--- src/rtcbk_pkg.sv ---
// Purpose: shared constants and types for the real-time clock with backup store
// Assumes: one core clock; low-speed sources arrive as synchronous level inputs
// Notes:   widths, divider limits and the reload, counter, alarm and backup resets live here
package rtcbk_pkg;

	// clock source selection codes
	typedef enum logic [1:0] {
		RTCBK_SRC_NONE = 2'h0,
		RTCBK_SRC_LSE  = 2'h1,
		RTCBK_SRC_LSI  = 2'h2,
		RTCBK_SRC_FAST = 2'h3
	} rtcbk_src_t;

	// widths
	localparam int         RTCBK_PRESC_W    = 20;
	localparam int         RTCBK_CNT_W      = 32;
	localparam int         RTCBK_BKP_W      = 16;
	localparam int         RTCBK_BKP_N      = 10;
	localparam int         RTCBK_BKP_IDX_W  = 4;

	// reset values
	localparam logic [19:0] RTCBK_RELOAD_RST = 20'h07FFF;
	localparam logic [31:0] RTCBK_CNT_RST    = 32'h00000000;
	localparam logic [31:0] RTCBK_ALARM_RST  = 32'hFFFFFFFF;
	localparam logic [15:0] RTCBK_BKP_RST    = 16'h0000;

	// fast external clock divided by 128: toggle every 64 edges
	localparam logic [6:0]  RTCBK_FAST_DIV_LAST = 7'h7F;
	// 32768 Hz / 512 Hz = 64 low-speed ticks per output period
	localparam logic [5:0]  RTCBK_CAL_DIV_LAST  = 6'h3F;
	localparam int          RTCBK_CAL_HALF_BIT  = 5;

	// pick one of the low-speed levels
	function automatic logic rtcbk_pick(input logic [1:0] sel, input logic lse, input logic lsi,
		input logic fast);
		case (sel)
			2'h1:    rtcbk_pick = lse;
			2'h2:    rtcbk_pick = lsi;
			2'h3:    rtcbk_pick = fast;
			default: rtcbk_pick = 1'b0;
		endcase
	endfunction

endpackage

--- src/rtcbk_edge.sv ---
// Purpose: rising-edge detector turning a slow clock level into a core-clock enable
// Assumes: input is synchronous to core_clk
// Notes:   one pulse per rising edge of the slow level
`timescale 1ns/1ps
module rtcbk_edge (
	input  wire logic core_clk, // core clock
	input  wire logic srst,     // synchronous reset
	input  wire logic lvl,      // slow level
	output logic      rise      // one-cycle pulse on rising edge
);
	logic lvl_r;

	// remember previous level
	always_ff @(posedge core_clk) begin
		if (srst) begin
			lvl_r <= lvl; // start from the live level: no false edge after reset
		end else begin
			lvl_r <= lvl;
		end
	end

	assign rise = lvl & ~lvl_r;
endmodule

--- src/rtcbk_top.sv ---
// Purpose: real-time clock with prescaler, counter, alarm, periodic flag and backup store
// Assumes: srst models loss of core power only; backup state uses bkp_rst (battery domain)
// Notes:   no software bus; controls and status are plain ports
//          the time path and the flags sit in the battery domain and ignore srst
//          switching the source may cut or stretch the tick period in progress
//          the reference output is gated in a flop so the pin never glitches
// Contract
// - programmable 32-bit counter advances on every time-base tick.
// - alarm raised when counter reaches the compare value.
// - 20-bit prescaler produces tick; reset gives one tick per second at 32768 Hz.
// - two interrupt sources: alarm match and periodic time-base.
// - source is low-speed crystal, low-power oscillator, or fast clock divided by 128.
// - a 512 Hz reference output is derived from the clock for calibration.
// - ten 16-bit backup registers held in the battery domain.
// - backup contents survive Standby while core state is lost.
// - block and its source keep running in Stop and Standby; the 512 Hz reference divider and output reset on srst.
// - alarm event drives an external event line to wake from Stop.
// - alarm event is a Standby exit condition.
`timescale 1ns/1ps
module rtcbk_top (
	input  wire logic        core_clk,      // 125 MHz core clock
	input  wire logic        srst,          // core-domain reset, active high
	input  wire logic        bkp_rst,       // battery-domain reset, active high
	input  wire logic [1:0]  src_sel,       // clock source select
	input  wire logic        lse_clk,       // low-speed crystal level
	input  wire logic        lsi_clk,       // low-power oscillator level
	input  wire logic        fast_external_oscillator, // fast external clock level
	input  wire logic        reload_wr,     // load prescaler reload
	input  wire logic [19:0] reload_wdata,  // prescaler reload value
	input  wire logic        cnt_wr,        // load counter
	input  wire logic [31:0] cnt_wdata,     // counter value
	input  wire logic        alarm_wr,      // load compare value
	input  wire logic [31:0] alarm_wdata,   // compare value
	input  wire logic        alarm_ie,      // alarm interrupt enable
	input  wire logic        sec_ie,        // periodic interrupt enable
	input  wire logic        alarm_clr,     // clear alarm flag
	input  wire logic        sec_clr,       // clear periodic flag
	input  wire logic        cal_en,        // enable 512 Hz output
	input  wire logic        bkp_wr,        // write backup register
	input  wire logic [3:0]  bkp_idx,       // backup register index
	input  wire logic [15:0] bkp_wdata,     // backup write data
	output logic [15:0]      bkp_rdata,     // backup read data
	output logic [31:0]      cnt_value,     // running counter
	output logic [19:0]      presc_value,   // prescaler remaining count
	output logic             alarm_flag,    // sticky alarm flag
	output logic             sec_flag,      // sticky periodic flag
	output logic             alarm_irq,     // alarm interrupt
	output logic             sec_irq,       // periodic interrupt
	output logic             event_alarm,   // alarm pulse to external_event_lines
	output logic             standby_wake,  // alarm standby exit request
	output logic             cal_out        // 512 Hz reference
);
	logic [6:0]  fast_div_r;
	logic [6:0]  fast_div_nxt;
	logic        fast_lvl;
	logic        fast_rise;
	logic        src_lvl;
	logic        src_rise;
	logic [19:0] reload_r;
	logic [19:0] presc_r;
	logic [19:0] presc_nxt;
	logic [31:0] cnt_r;
	logic [31:0] cnt_nxt;
	logic [31:0] alarm_r;
	logic        alarm_flag_r;
	logic        sec_flag_r;
	logic        event_r;
	logic [5:0]  cal_div_r;
	logic        cal_r;
	logic        cal_out_r;
	logic [15:0] bkp_r [0:9];
	logic [15:0] bkp_rd_r;
	logic        tick;
	logic        match;
	logic        alarm_flag_nxt;
	logic        sec_flag_nxt;
	logic        bkp_in_range;

	// the whole time path runs on the battery reset only: a core reset in Standby
	// must neither lose nor invent a source edge

	// count only rising edges of the fast clock
	// edge detectors start from the live level, so no false edge follows reset
	rtcbk_edge u_fast_edge (
		.core_clk (core_clk),
		.srst     (bkp_rst),
		.lvl      (fast_external_oscillator),
		.rise     (fast_rise)
	);

	// fast clock divided by 128: 7-bit count of its edges, top bit is the divided level
	assign fast_div_nxt = (fast_div_r == rtcbk_pkg::RTCBK_FAST_DIV_LAST) ? 7'h00 : fast_div_r + 7'h01;
	assign fast_lvl     = fast_div_r[6];
	always_ff @(posedge core_clk) begin
		if (bkp_rst) begin
			fast_div_r <= 7'h00;
		end else if (fast_rise) begin
			fast_div_r <= fast_div_nxt;
		end
	end

	// select source and form one enable from the selected level
	// a source switch may give one stray edge; only the current tick period is affected
	assign src_lvl = rtcbk_pkg::rtcbk_pick(src_sel, lse_clk, lsi_clk, fast_lvl);
	rtcbk_edge u_src_edge (
		.core_clk (core_clk),
		.srst     (bkp_rst),
		.lvl      (src_lvl),
		.rise     (src_rise)
	);

	// prescaler: divide by reload plus one
	// a reload write restarts the divider, so the next tick is a full period away
	assign tick      = src_rise && (presc_r == 20'h00000);
	assign presc_nxt = tick ? reload_r : presc_r - 20'h00001;
	always_ff @(posedge core_clk) begin
		if (bkp_rst) begin
			reload_r <= rtcbk_pkg::RTCBK_RELOAD_RST;
			presc_r  <= rtcbk_pkg::RTCBK_RELOAD_RST;
		end else if (reload_wr) begin
			reload_r <= reload_wdata;
			presc_r  <= reload_wdata;
		end else if (src_rise) begin
			presc_r <= presc_nxt;
		end
	end

	// counter: software load wins, else advance per tick
	// a load that meets a tick drops that step and its match
	assign cnt_nxt = cnt_wr ? cnt_wdata : (tick ? cnt_r + 32'h00000001 : cnt_r);
	always_ff @(posedge core_clk) begin
		if (bkp_rst) begin
			cnt_r   <= rtcbk_pkg::RTCBK_CNT_RST;
			alarm_r <= rtcbk_pkg::RTCBK_ALARM_RST;
		end else begin
			cnt_r <= cnt_nxt;
			if (alarm_wr) begin
				alarm_r <= alarm_wdata;
			end
		end
	end

	// match when counter steps onto the compare value
	// compare against the value about to be taken, so the flag rises with the step
	assign match = tick && !cnt_wr && ((cnt_r + 32'h00000001) == alarm_r);

	// sticky flags, set wins over clear
	assign alarm_flag_nxt = match | (alarm_flag_r & ~alarm_clr);
	assign sec_flag_nxt   = tick | (sec_flag_r & ~sec_clr);
	always_ff @(posedge core_clk) begin
		if (bkp_rst) begin
			alarm_flag_r <= 1'b0;
			sec_flag_r   <= 1'b0;
			event_r      <= 1'b0;
		end else begin
			alarm_flag_r <= alarm_flag_nxt;
			sec_flag_r   <= sec_flag_nxt;
			event_r      <= match;
		end
	end

	// 512 Hz reference: toggle every 32 input clocks
	// bit 5 of a 6-bit count of source edges flips every 32 edges
	always_ff @(posedge core_clk) begin
		if (srst) begin
			cal_div_r <= 6'h00;
			cal_r     <= 1'b0;
		end else if (src_rise) begin
			cal_div_r <= cal_div_r + 6'h01;
			cal_r     <= cal_div_r[rtcbk_pkg::RTCBK_CAL_HALF_BIT];
		end
	end

	// gate the reference in a flop so the pin never sees a glitch from the enable
	always_ff @(posedge core_clk) begin
		if (srst) begin
			cal_out_r <= 1'b0;
		end else begin
			cal_out_r <= cal_r & cal_en;
		end
	end

	// index decode shared by write and read; indices 10 to 15 are refused
	assign bkp_in_range = (bkp_idx < 4'(rtcbk_pkg::RTCBK_BKP_N));

	// backup store, only battery reset clears it
	always_ff @(posedge core_clk) begin
		if (bkp_rst) begin
			for (int i = 0; i < rtcbk_pkg::RTCBK_BKP_N; i++) begin
				bkp_r[i] <= rtcbk_pkg::RTCBK_BKP_RST;
			end
		end else if (bkp_wr && bkp_in_range) begin
			bkp_r[bkp_idx] <= bkp_wdata;
		end
	end

	// registered read, out-of-range index reads zero
	// the read flop is core-domain only; the store itself keeps its contents
	always_ff @(posedge core_clk) begin
		if (srst) begin
			bkp_rd_r <= 16'h0000;
		end else begin
			bkp_rd_r <= bkp_in_range ? bkp_r[bkp_idx] : 16'h0000;
		end
	end

	// outputs
	// interrupts are flag and enable; the wake request follows the sticky alarm flag
	assign bkp_rdata    = bkp_rd_r;
	assign cnt_value    = cnt_r;
	assign presc_value  = presc_r;
	assign alarm_flag   = alarm_flag_r;
	assign sec_flag     = sec_flag_r;
	assign alarm_irq    = alarm_flag_r & alarm_ie;
	assign sec_irq      = sec_flag_r & sec_ie;
	assign event_alarm  = event_r;
	assign standby_wake = alarm_flag_r;
	assign cal_out      = cal_out_r;

endmodule

--- config.mk ---
export PLATFORM = sky130hd
export DESIGN_NAME = rtcbk_top
export DESIGN_NICKNAME = d
export VERILOG_FILES = /design/src/rtcbk_pkg.sv /design/src/rtcbk_edge.sv /design/src/rtcbk_top.sv
export SDC_FILE = /design/constraint.sdc
export NUM_CORES = 1
export LEC_CHECK = 0
export ABC_AREA = 1
export BUFFER_PORTS_ARGS = -buffer_cell sky130_fd_sc_hd__clkbuf_2
export CAP_MARGIN = 20
export CELL_PAD_IN_SITES_DETAIL_PLACEMENT = 2
export CELL_PAD_IN_SITES_GLOBAL_PLACEMENT = 2
export CORE_UTILIZATION = 30
export DETAILED_ROUTE_END_ITERATION = 6
export HOLD_SLACK_MARGIN = 0.12
export PLACE_DENSITY_LB_ADDON = 0.08
export SLEW_MARGIN = 20
export SYNTH_ARGS = -nofsm -noshare
export SYNTH_HDL_FRONTEND = slang
export SYNTH_SLANG_ARGS = --single-unit
--- constraint.sdc ---
create_clock -name core_clk -period 1.9 [get_ports core_clk]
set_input_delay 0.19 -clock core_clk [delete_from_list [all_inputs] [get_ports core_clk]]
set_output_delay 0.19 -clock core_clk [all_outputs]
set_load 0.05 [all_outputs]
==> summary.txt, run 1 <==
Placement
  – Placed Area: 18,300 sq um
  – # port buffers: 195
  – GPL Wtd Cong: 0.834
  – Final HPWL DP: 45.1 mm

Clock tree
  – CTS HTree Levels: 2
  – Clock Root Buffer: clkbuf_16
  – CTS Buf Count: 38
  – CTS Sinks: 300
  – Clock Latency Late Sink: 0.57 ns
  – CTS tree: built
  – CTS max path bufs: 3
  – Worst-path clk slew: 0.05 ns

Die
  – Die area: 49,700 sq um
  – Die width: 223 microns
  – Die Y: 223 microns
  – Starting Density: 30.6%
  – Core ar.: 47,900 sq um
  – Row cnt: 80
  – IO Count: 196

Route
  – Final WL: 67.6 mm
  – WL met1: 27.5 mm
  – Met2 wire len: 35.8 mm
  – Via count: 15,500
  – Vias per Instance: 5.05
  – Drt drc: 0
  – Routed len/inst: 22.0 microns
  – Uppermost routed layer: met5
  – WL met3: 1.81 mm
  – 1st-iter DRT viols: 644
  – DRT antenna net count: 0
  – First-pass iteration count of the detailed router: 5

Logic synthesis
  – Ys Warns: 0
  – Adder-cell area share of the yosys netlist: 0.342%
  – Syn Area/Cell: 7.90 sq um
  – Synth top area share: 32.8%
  – Post-synthesis instance total: 1,855
  – Largest family of logic cells by synthesized area: simple AND/OR/NAND/NOR gates
  – Multiplexer area fraction after synthesis: 0.615%
  – Post-Synth Simple-Gate Area: 26.7%
  – Post-synth cell types: 43
  – Yosys top cell by area: edfxtp_1
  – Area of the mapped netlist: 14,600 sq um
  – Ranking of synthesized cells by area: edfxtp_1, dfxtp_1, nand2_1
  – Sequential area share after synthesis: 51.9%
  – Post-synthesis compound-gate area fraction: 12.5%
  – Post-Syn Nets: 1,980
  – XOR/XNOR share of the synthesized area: 1.19%
  – Yosys reg bits: 300

Worst setup path
  – Critical path arrival: 2.71 ns
  – FF-to-FF setup slack: -0.36 ns
  – Nature of the critical path endpoint: flop
  – Crit path to: alarm_flag
  – WS Path Type: flop to flop
  – Worst flop-to-flop path startpoint: cnt_value[3]
  – Worst EP required: 2.35 ns
  – Crit path launch type: flop
  – CP Launch Point: cnt_value[3]
  – Worst r2r path cells: 13
  – Reg-to-reg endpoint: alarm_flag
  – Crit Path Max Fanout: 4

Timing
  – Setup violations, final: 54
  – Worst slew margin relative to its limit: 63.7%
  – Final Hold Viols: 0
  – Clock skew: 0.0262 ns
  – Fmax: 442 MHz
  – Worst Hold Slack: 0.153 ns
  – Final worst-path setup slack: -0.362 ns
  – Slew Limit Fails: 0
  – Tcrit/Tclk final: 119%
  – Unrepaired setup endpoints after global routing: yes
  – Final min period: 2.26 ns
  – Worst-Margin Slew: 0.544 ns

Outcome
  – Status: complete, but fails checks
  – Failing checks: negative setup slack

Global route
  – First-pass GRT wire length: 101 mm
  – Number of global-route vias before repair: 17,500
  – Pin count of the biggest net entering global routing: 82
  – GRT overflow: 0
  – Overall Global Routing Usage: 26.3%
  – Number of antenna violations at the first check in global routing: 5

Flow run
  – MaxCap Viol Count: 0

Power
  – P per Cell Area: 786 nW/um^2
  – VDD IR max: 0.595 mV
  – Tot Pwr: 0.0173 W
  – Static Leak: 9.31 nW

Cells and area
  – Most frequent cells in the layout: nand2_1, nor2_1, buf_4
  – Layout cells sized above 1: 32.0%
  – Post-route cell area: 22,000 sq um
  – Nets: 2,545
  – Commonest non-fill, non-tap cell in the layout: nand2_1
  – P&R area growth vs syn: 50.2%

Min path
  – Worst Hold Class: input pin to flop
-- routing by layer --
| layer | up-vias | track usage (%) |
|---|---|---|
| met1 | 7808 | 30.2 |
| li1 | 7273 | - |
| met3 | 134 | 3.03 |
| met5 | - | 0 |
| met4 | 6 | 9.72 |
| met2 | 274 | 49.6 |
-- state kept, by name, summed over array words and instances (netlist names) --
| register | flops |
|---|---|
| u_fast_edge.lvl_r | 1 |
| cal_div_r | 6 |
| u_src_edge.lvl_r | 1 |
| bkp_rdata | 16 |
| alarm_r | 32 |
| sec_flag | 1 |
| event_alarm | 1 |
| bkp_r | 160 |
| cal_r | 1 |
| fast_div_r | 7 |
| cnt_value | 32 |
| reload_r | 20 |
| alarm_flag | 1 |
| presc_value | 20 |
| cal_out | 1 |
-- critical path: stages, from the launching register on --
cell and delay (ns):
dfxtp_2 0.38, nand2_1 0.17, nor2_4 0.21, nand3_4 0.11, buf_4 0.17, o21bai_1 0.23, buf_4 0.19, nand3_1 0.20
nand2_1 0.19, nor2_2 0.05, nand3_2 0.09, nor2_2 0.05, nand2_1 0.05, nand2_1 0.05
-- cell usage after synthesis, drive strengths merged --
cell type and n:
a31oi 18, dfxtp 140, xnor2 4, a211oi 1, clkbuf 59, nor3 9
edfxtp 160, nand3b 3, o221ai 1, a221oi 5, o21bai 6, nor2 371
o211ai 26, o22ai 33, o31ai 2, a21o 1, clkinv 2, nand2 432
and2 4, o21ai 125, nand4 5, inv 178, xor2 15, nor3b 3
buf 21, a221o 7, a21oi 81, nand3 120, mux2i 9, o2111ai 3
o21ba 1, ha 4, a22oi 6
-- timing repair --
item,CTS,global route
setup buffers,34,13
hold endpoints to repair,148,0
hold buffers,111,0
resized for setup,135,135
endpoints found under the setup margin,45,55
cloned,4,1
pin swaps,58,71
-- power breakdown --
group | internal, W | switching [W]
sequential | 0.00722 | 0.000204
combinational | 0.00103 | 0.00176
clock | 0.00410 | 0.00300
total | 0.0123 | 0.00496
-- logic make-up after synthesis --
family | count (synthesis)
AND/OR/NAND/NOR | 947
AO/OA/AOI/OAI | 316
flip-flops | 300
buffers and inverters | 260
XOR/XNOR | 19
multiplexers | 9
adder cells (fa/ha/maj) | 4
-- through the flow --
step	worst slack [ns]	setup TNS, ns	std cells	utilization (%)
6_report	-0.362	-7.47	3067	45.9
5_1_grt	-0.440	-12.92	3066	45.9
4_1_cts	-0.231	-3.49	3056	44.7
3_5_place_dp	-0.576	-8.45	2839	38.1
3_3_place_gp	-0.505	-3.61	2839	38.1
2_1_floorplan	-0.154	-9.48	1855	-
-- worst min path at each step --
stage                             startpoint                end  slack (ns)  depth (start not counted)
floorplan           fast_external_oscillator  u_fast_edge.lvl_r        0.22                          0
global placement    fast_external_oscillator  u_fast_edge.lvl_r        0.35                          1
detailed placement  fast_external_oscillator  u_fast_edge.lvl_r        0.36                          1
CTS                                 alarm_wr        alarm_r[15]        0.14                          3
global route                        alarm_wr         alarm_r[1]        0.17                          3
finish                              alarm_wr         alarm_r[1]        0.15                          3
-- layout make-up --
type                    instances  area (sq um)
fillers                      5299         25900
repair buffers                605          4790
clock buffers                  48          1020
clock inverters                22           171
diodes                          2          5.00
well taps                     615           769
multi-input cells            1295          6890
inverters                     180           698
flip-flops and latches        300          7660
Power figures use the tool's default switching activity.
==> run 2, diff against run 1 <==
Settings changed: CORE_UTILIZATION 30 to 33, MAX_ROUTING_LAYER set to met4, PLACE_DENSITY set to 0.76, PLACE_DENSITY_LB_ADDON 0.08 to not set.
Clock period 1.9 ns to 2.4 ns, I/O delays scaled along.
==> summary.txt, run 2 (synthesis gave the netlist of run 1 again) <==
Worst setup path
  – Crit path launch type: flop
  – Worst r2r path cells: 14 (+1)
  – WS Path Type: flop to flop
  – Reg-to-reg endpoint: event_alarm
  – Buf/Inv on CP: 0 (-2)
  – Critical path arrival: 2.76 ns (+0.05 ns)
  – Nature of the critical path endpoint: flop
  – Crit Path Max Fanout: 6 (+2)
  – FF-to-FF setup slack: 0.13 ns (+0.49 ns)
  – Worst flop-to-flop path startpoint: cnt_value[9]
  – CP max-delay cell: dfxtp_1
  – Most used cell, CP: nand2_1
  – Max incr delay on CP: 0.43 ns (+0.05 ns)
  – Worst EP required: 2.89 ns (+0.54 ns)
  – Family with the most delay on the worst path: simple AND/OR/NAND/NOR gates
  – Worst-path cell chain: nand2_1 > nor2_2 > nand2_2 > nor2_2 > nand2_1 > nand2_1 > nand2_1 > nand2_1 > nand2_1 > nor2_1 > nand2_1 > nor2_4 > nand3_1 > nor2_1

Route
  – First-pass iteration count of the detailed router: 5 (unchanged)
  – Via count: 14,500 (-6.7%)
  – 1st-iter DRT viols: 603 (-6.4%)
  – Vias per Instance: 5.12 (+1.4%)
  – Routed len/inst: 21.5 microns (-2.2%)
  – Final WL: 60.8 mm (-10%)
  – DRT antenna net count: 0 (unchanged)
  – Drt drc: 0 (unchanged)

Clock tree
  – Clock Latency Late Sink: 0.56 ns (about the same)
  – CTS HTree Levels: 2 (unchanged)
  – CTS max path bufs: 3 (unchanged)
  – Worst-path clk slew: 0.06 ns (about the same)
  – CTS tree: built
  – CTS Sinks: 300 (unchanged)
  – CTS Buf Count: 36 (-5.3%)
  – Clock Root Buffer: clkbuf_16

Cells and area
  – Nets: 2,329 (-8.5%)
  – Commonest non-fill, non-tap cell in the layout: nand2_1
  – Reg with most FFs: bkp_r
  – Layout cells sized above 1: 17.4% (-15 points)
  – Max FFs per register: 160 (unchanged)
  – Most frequent cells in the layout: nand2_1, nor2_1, clkbuf_2
  – Fill count: 4,908 (-7.4%)
  – Post-route cell area: 19,100 sq um (-13%)
  – Final core utilization: 44.1% (-1.8 points)
  – P&R area growth vs syn: 30.7%

Timing
  – Setup violations, final: 0 (-100%)
  – Unrepaired setup endpoints after global routing: yes
  – Tcrit/Tclk final: 94.5% (-25 points)
  – Worst-Margin Slew: 1.07 ns (+0.529 ns)
  – Fmax: 441 MHz (-0.24%)
  – Slew Limit Fails: 0 (unchanged)
  – Clock skew: 0.0173 ns (-0.00890 ns)
  – Final Hold Viols: 0 (unchanged)
  – Final min period: 2.27 ns (+0.00537 ns)
  – Worst slew margin relative to its limit: 28.5% (-35 points)

Flow run
  – MaxCap Viol Count: 0 (unchanged)

Power
  – VDD IR max: 0.484 mV (-19%)
  – Static Leak: 8.02 nW (-14%)
  – P per Cell Area: 691 nW/um^2 (-12%)

Min path
  – Hold depth: 4 (+1)
  – Hold_sp: reload_wr
  – Worst Hold Class: input pin to flop
  – Hold Path End: reload_r[15]

Global route
  – GRT overflow: 0 (unchanged)
  – Number of global-route vias before repair: 16,300 (-6.6%)
  – Pin count of the biggest net entering global routing: 82 (unchanged)
  – First-pass GRT wire length: 94.2 mm (-6.5%)
  – Number of antenna violations at the first check in global routing: 4 (-1)
  – Overall Global Routing Usage: 28.2% (+1.9 points)

Die
  – Die area: 45,200 sq um (-9.0%)
  – Core ar.: 43,500 sq um (-9.4%)
  – Starting Density: 33.7% (+3.2 points)
  – Row cnt: 76 (-5.0%)
  – Die Y: 213 microns (-4.6%)
  – IO Count: 196 (unchanged)
  – Die width: 213 microns (-4.6%)

Placement
  – GPL Wtd Cong: 0.878 (+5.2%)
  – # port buffers: 195 (unchanged)
  – Final HPWL DP: 41.4 mm (-8.4%)
  – Placed Area: 16,700 sq um (-8.5%)

Outcome
  – Status: completed
==> run 2: cell count changes in the layout (fill, tap and decap cells not counted), sizes merged, moves of 2 or more <==
cell    delta
clkbuf     +3
clkinv    -11
buf      -212
diode      +3
inv        +2
==> run 2: how the worst max path moves through the flow <==
stage,endpoint,startpoint,slack (ns),cells past startpoint
2_1_floorplan,alarm_flag,cnt_value[0],0.18,15
3_3_place_gp,event_alarm,cnt_value[2],0.11,12
3_5_place_dp,event_alarm,cnt_value[2],0.03,12
4_1_cts,cnt_value[25],presc_value[0],0.04,10
5_1_grt,event_alarm,cnt_value[9],-0.04,14
6_report,event_alarm,cnt_value[9],0.13,14
==> run 2: repair_timing <==
action / 4_1_cts / 5_1_grt
resized for setup: 1 / 23
hold buffers: 110 / 0
setup buffers: 0 / 7
pin swaps: 0 / 3
endpoints found under the setup margin: 1 / 37
endpoints found under the hold margin: 147 / 0
==> run 2: cell type report <==
| class | instances | area (sq um) | share of cell area (%) |
|---|---|---|---|
| timing repair buffer | 391 | 2840 | 14.8 |
| clock inverter | 13 | 173 | 0.902 |
| sequential | 300 | 7610 | 39.8 |
| antenna | 5 | 12.5 | 0.0653 |
| multi-input combinational | 1295 | 6120 | 32.0 |
| inverter | 180 | 676 | 3.53 |
| tap | 585 | 732 | 3.82 |
| clock buffer | 52 | 981 | 5.12 |
==> run 2: through the flow <==
step / setup WS (ns) / TNS, ns / hold slack (ns) / power (W) / std cells
final: 0.132 / 0 / 0.205 / 0.0132 / 2821
after global routing: -0.0394 / -0.0691 / 0.205 / 0.0137 / 2820
after CTS: 0.0392 / 0 / 0.172 / 0.0133 / 2809
after detailed placement: 0.0275 / 0 / 0.366 / 0.00766 / 2634
after global placement: 0.110 / 0 / 0.360 / 0.00758 / 2634
after floorplan: 0.183 / 0 / 0.268 / 0.00695 / 1855
==> run 2: power breakdown <==
part           internal, W  switching (W)
clock              0.00319        0.00229
combinational     0.000608        0.00124
sequential         0.00571       0.000183
==> run 2: routing by layer <==
| metal | vias up | global-route usage, % | wire, microns |
|---|---|---|---|
| met5 | - | - | 0 |
| met4 | 0 | 8.76 | 1770 |
| met3 | 127 | 3.88 | 2080 |
| met2 | 286 | 51.0 | 31900 |
| met1 | 7211 | 32.2 | 25000 |
| li1 | 6829 | - | - |
==> run 2: tightest hold or removal path, delay by kind of cell <==
kind            cells  cell delay (ns)
compound gates      1             0.05
simple gates        1             0.09
buf+inv             2             0.33
==> run 3, diff against run 2 <==
Settings changed: CORE_MARGIN set to 2.
==> summary.txt, run 3 (synthesis gave the netlist of run 1 again) <==
Worst setup path
  – Worst flop-to-flop path startpoint: cnt_value[1]
  – Crit path launch type: flop
  – Crit Path Max Fanout: 5 (-1)
  – Nature of the critical path endpoint: flop
  – WS Path Type: flop to flop
  – Critical path arrival: 2.80 ns (+0.04 ns)
  – CP Launch Point: cnt_value[1]
  – Worst EP required: 2.90 ns (about the same)

Global route
  – Pin count of the biggest net entering global routing: 82 (unchanged)
  – GRT overflow: 0 (unchanged)
  – Number of global-route vias before repair: 16,400 (+0.40%)
  – First-pass GRT wire length: 95.5 mm (+1.5%)
  – Overall Global Routing Usage: 27.7% (-0.56 points)
  – Number of antenna violations at the first check in global routing: 3 (-1)

Outcome
  – Status: completed

Min path
  – Worst Hold Class: input pin to flop
  – Hold_sp: lse_clk

Die
  – Die area: 46,100 sq um (+1.9%)
  – Starting Density: 33.3% (-0.44 points)
  – IO Count: 196 (unchanged)
  – Die width: 215 microns (+0.94%)
  – Die Y: 215 microns (+0.94%)
  – Row cnt: 77 (+1.3%)
  – Core ar.: 44,000 sq um (+1.3%)

Timing
  – Worst-Margin Slew: 0.800 ns (-0.273 ns)
  – Final TNS setup: 0 ns (unchanged)
  – Slew Limit Fails: 0 (unchanged)
  – Tcrit/Tclk final: 95.7% (+1.2 points)
  – Final Hold Viols: 0 (unchanged)
  – Worst slew margin relative to its limit: 46.7% (+18 points)
  – Setup violations, final: 0 (unchanged)
  – Fmax: 435 MHz (-1.3%)
  – Clock skew: 0.0115 ns (-0.00576 ns)
  – Final min period: 2.30 ns (+0.0289 ns)
  – Final worst-path setup slack: 0.103 ns (-0.0289 ns)

Cells and area
  – Most frequent cells in the layout: nand2_1, nor2_1, clkbuf_2
  – Fill count: 4,958 (+1.0%)
  – Post-route cell area: 19,300 sq um (+0.56%)
  – Final std cells w/o fill: 2,840 (+0.67%)
  – Commonest non-fill, non-tap cell in the layout: nand2_1
  – P&R area growth vs syn: 31.5%
  – Nets: 2,342 (+0.56%)
  – Reg with most FFs: bkp_r
  – Layout cells sized above 1: 18.7% (+1.3 points)
  – Seq. cell area: 7610 sq um (about the same)
  – Max FFs per register: 160 (unchanged)
  – Area of the multi-input gates: 6160 sq um (+0.57%)

Placement
  – Cell count after placement: 2,652 (+0.68%)
  – Final HPWL DP: 41.6 mm (+0.50%)
  – # port buffers: 195 (unchanged)
  – Placed Area: 16,800 sq um (+0.16%)
  – GPL Wtd Cong: 0.842 (-4.1%)
  – Post-Place Setup Slack: -0.0470 ns (-0.0744 ns)

Clock tree
  – CTS Sinks: 300 (unchanged)
  – CTS max path bufs: 3 (unchanged)
  – Clock Root Buffer: clkbuf_16
  – Worst-path clk slew: 0.06 ns (about the same)
  – CTS tree: built
  – Clock Latency Late Sink: 0.56 ns (about the same)
  – CTS HTree Levels: 2 (unchanged)
  – CTS Buf Count: 37 (+2.8%)

Route
  – Final WL: 62.5 mm (+2.8%)
  – WL met1: 25.4 mm (+1.5%)
  – Via count: 14,700 (+1.4%)
  – Drt drc: 0 (unchanged)
  – First-pass iteration count of the detailed router: 5 (unchanged)
  – Met2 wire len: 32.5 mm (+2.0%)
  – Vias per Instance: 5.16 (+0.77%)
  – Uppermost routed layer: met4
  – Routed len/inst: 22.0 microns (+2.1%)
  – 1st-iter DRT viols: 729 (+21%)
  – WL met3: 2.60 mm (+25%)
  – DRT antenna net count: 0 (unchanged)

Power
  – Static Leak: 8.10 nW (+1.0%)
  – P per Cell Area: 695 nW/um^2 (+0.57%)
  – Tot Pwr: 0.0134 W (+1.1%)
  – VDD IR max: 0.577 mV (+19%)

Flow run
  – MaxCap Viol Count: 0 (unchanged)
==> run 3: routing by layer <==
layer	global-route usage (%)	up-vias
met3	4.16	126
met2	49.4	318
met5	-	-
li1	-	6849
met4	10.2	0
met1	31.2	7369
==> run 3: final timing paths <==
path | end | slack (ns) | cells after the start
setup / recovery | alarm_flag | 0.10 | 13
setup reg to reg | alarm_flag | 0.10 | 13
hold / removal | u_src_edge.lvl_r | 0.14 | 3
hold reg to reg | reload_r[1] | 0.46 | 2
==> run 3: layout make-up <==
type,instances,share of cell area [%]
diodes,3,0.0390
clock buffers,53,5.65
clock inverters,14,0.585
inverters,180,3.51
multi-input cells,1295,32.0
flip-flops and latches,300,39.5
well taps,592,3.85
repair buffers,403,14.8
==> run 3: critical path, cell delays in order, from the launching register on <==
cell      delay, ns
dfxtp_1        0.38
ha_4           0.17
nand2_2        0.09
nor2_4         0.23
nand3b_1       0.26
o21bai_1       0.35
nand2_1        0.12
nand2_1        0.11
nand2_1        0.06
nor2_1         0.09
nand3_1        0.12
nor2_1         0.13
nand2_1        0.07
nand2_1        0.06
==> run 3: stage by stage <==
step	util [%]	hold WS [ns]
2_1_floorplan	-	0.268
3_3_place_gp	38.1	0.362
3_5_place_dp	38.1	0.360
4_1_cts	43.3	0.124
5_1_grt	43.7	0.158
6_report	43.7	0.136
==> run 3: report_power, final <==
part           switching, W  total [W]  internal, W
clock               0.00235    0.00562      0.00327
combinational       0.00127    0.00188     0.000608
sequential         0.000174    0.00589      0.00571
==> run 3: timing repair <==
action	4_1_cts	5_1_grt
gates cloned	0	0
hold buffers	108	0
setup endpoints to repair	15	41
pin swaps	0	8
buffers inserted	0	10
gates resized for setup	1	35
endpoints found under the hold margin	146	0
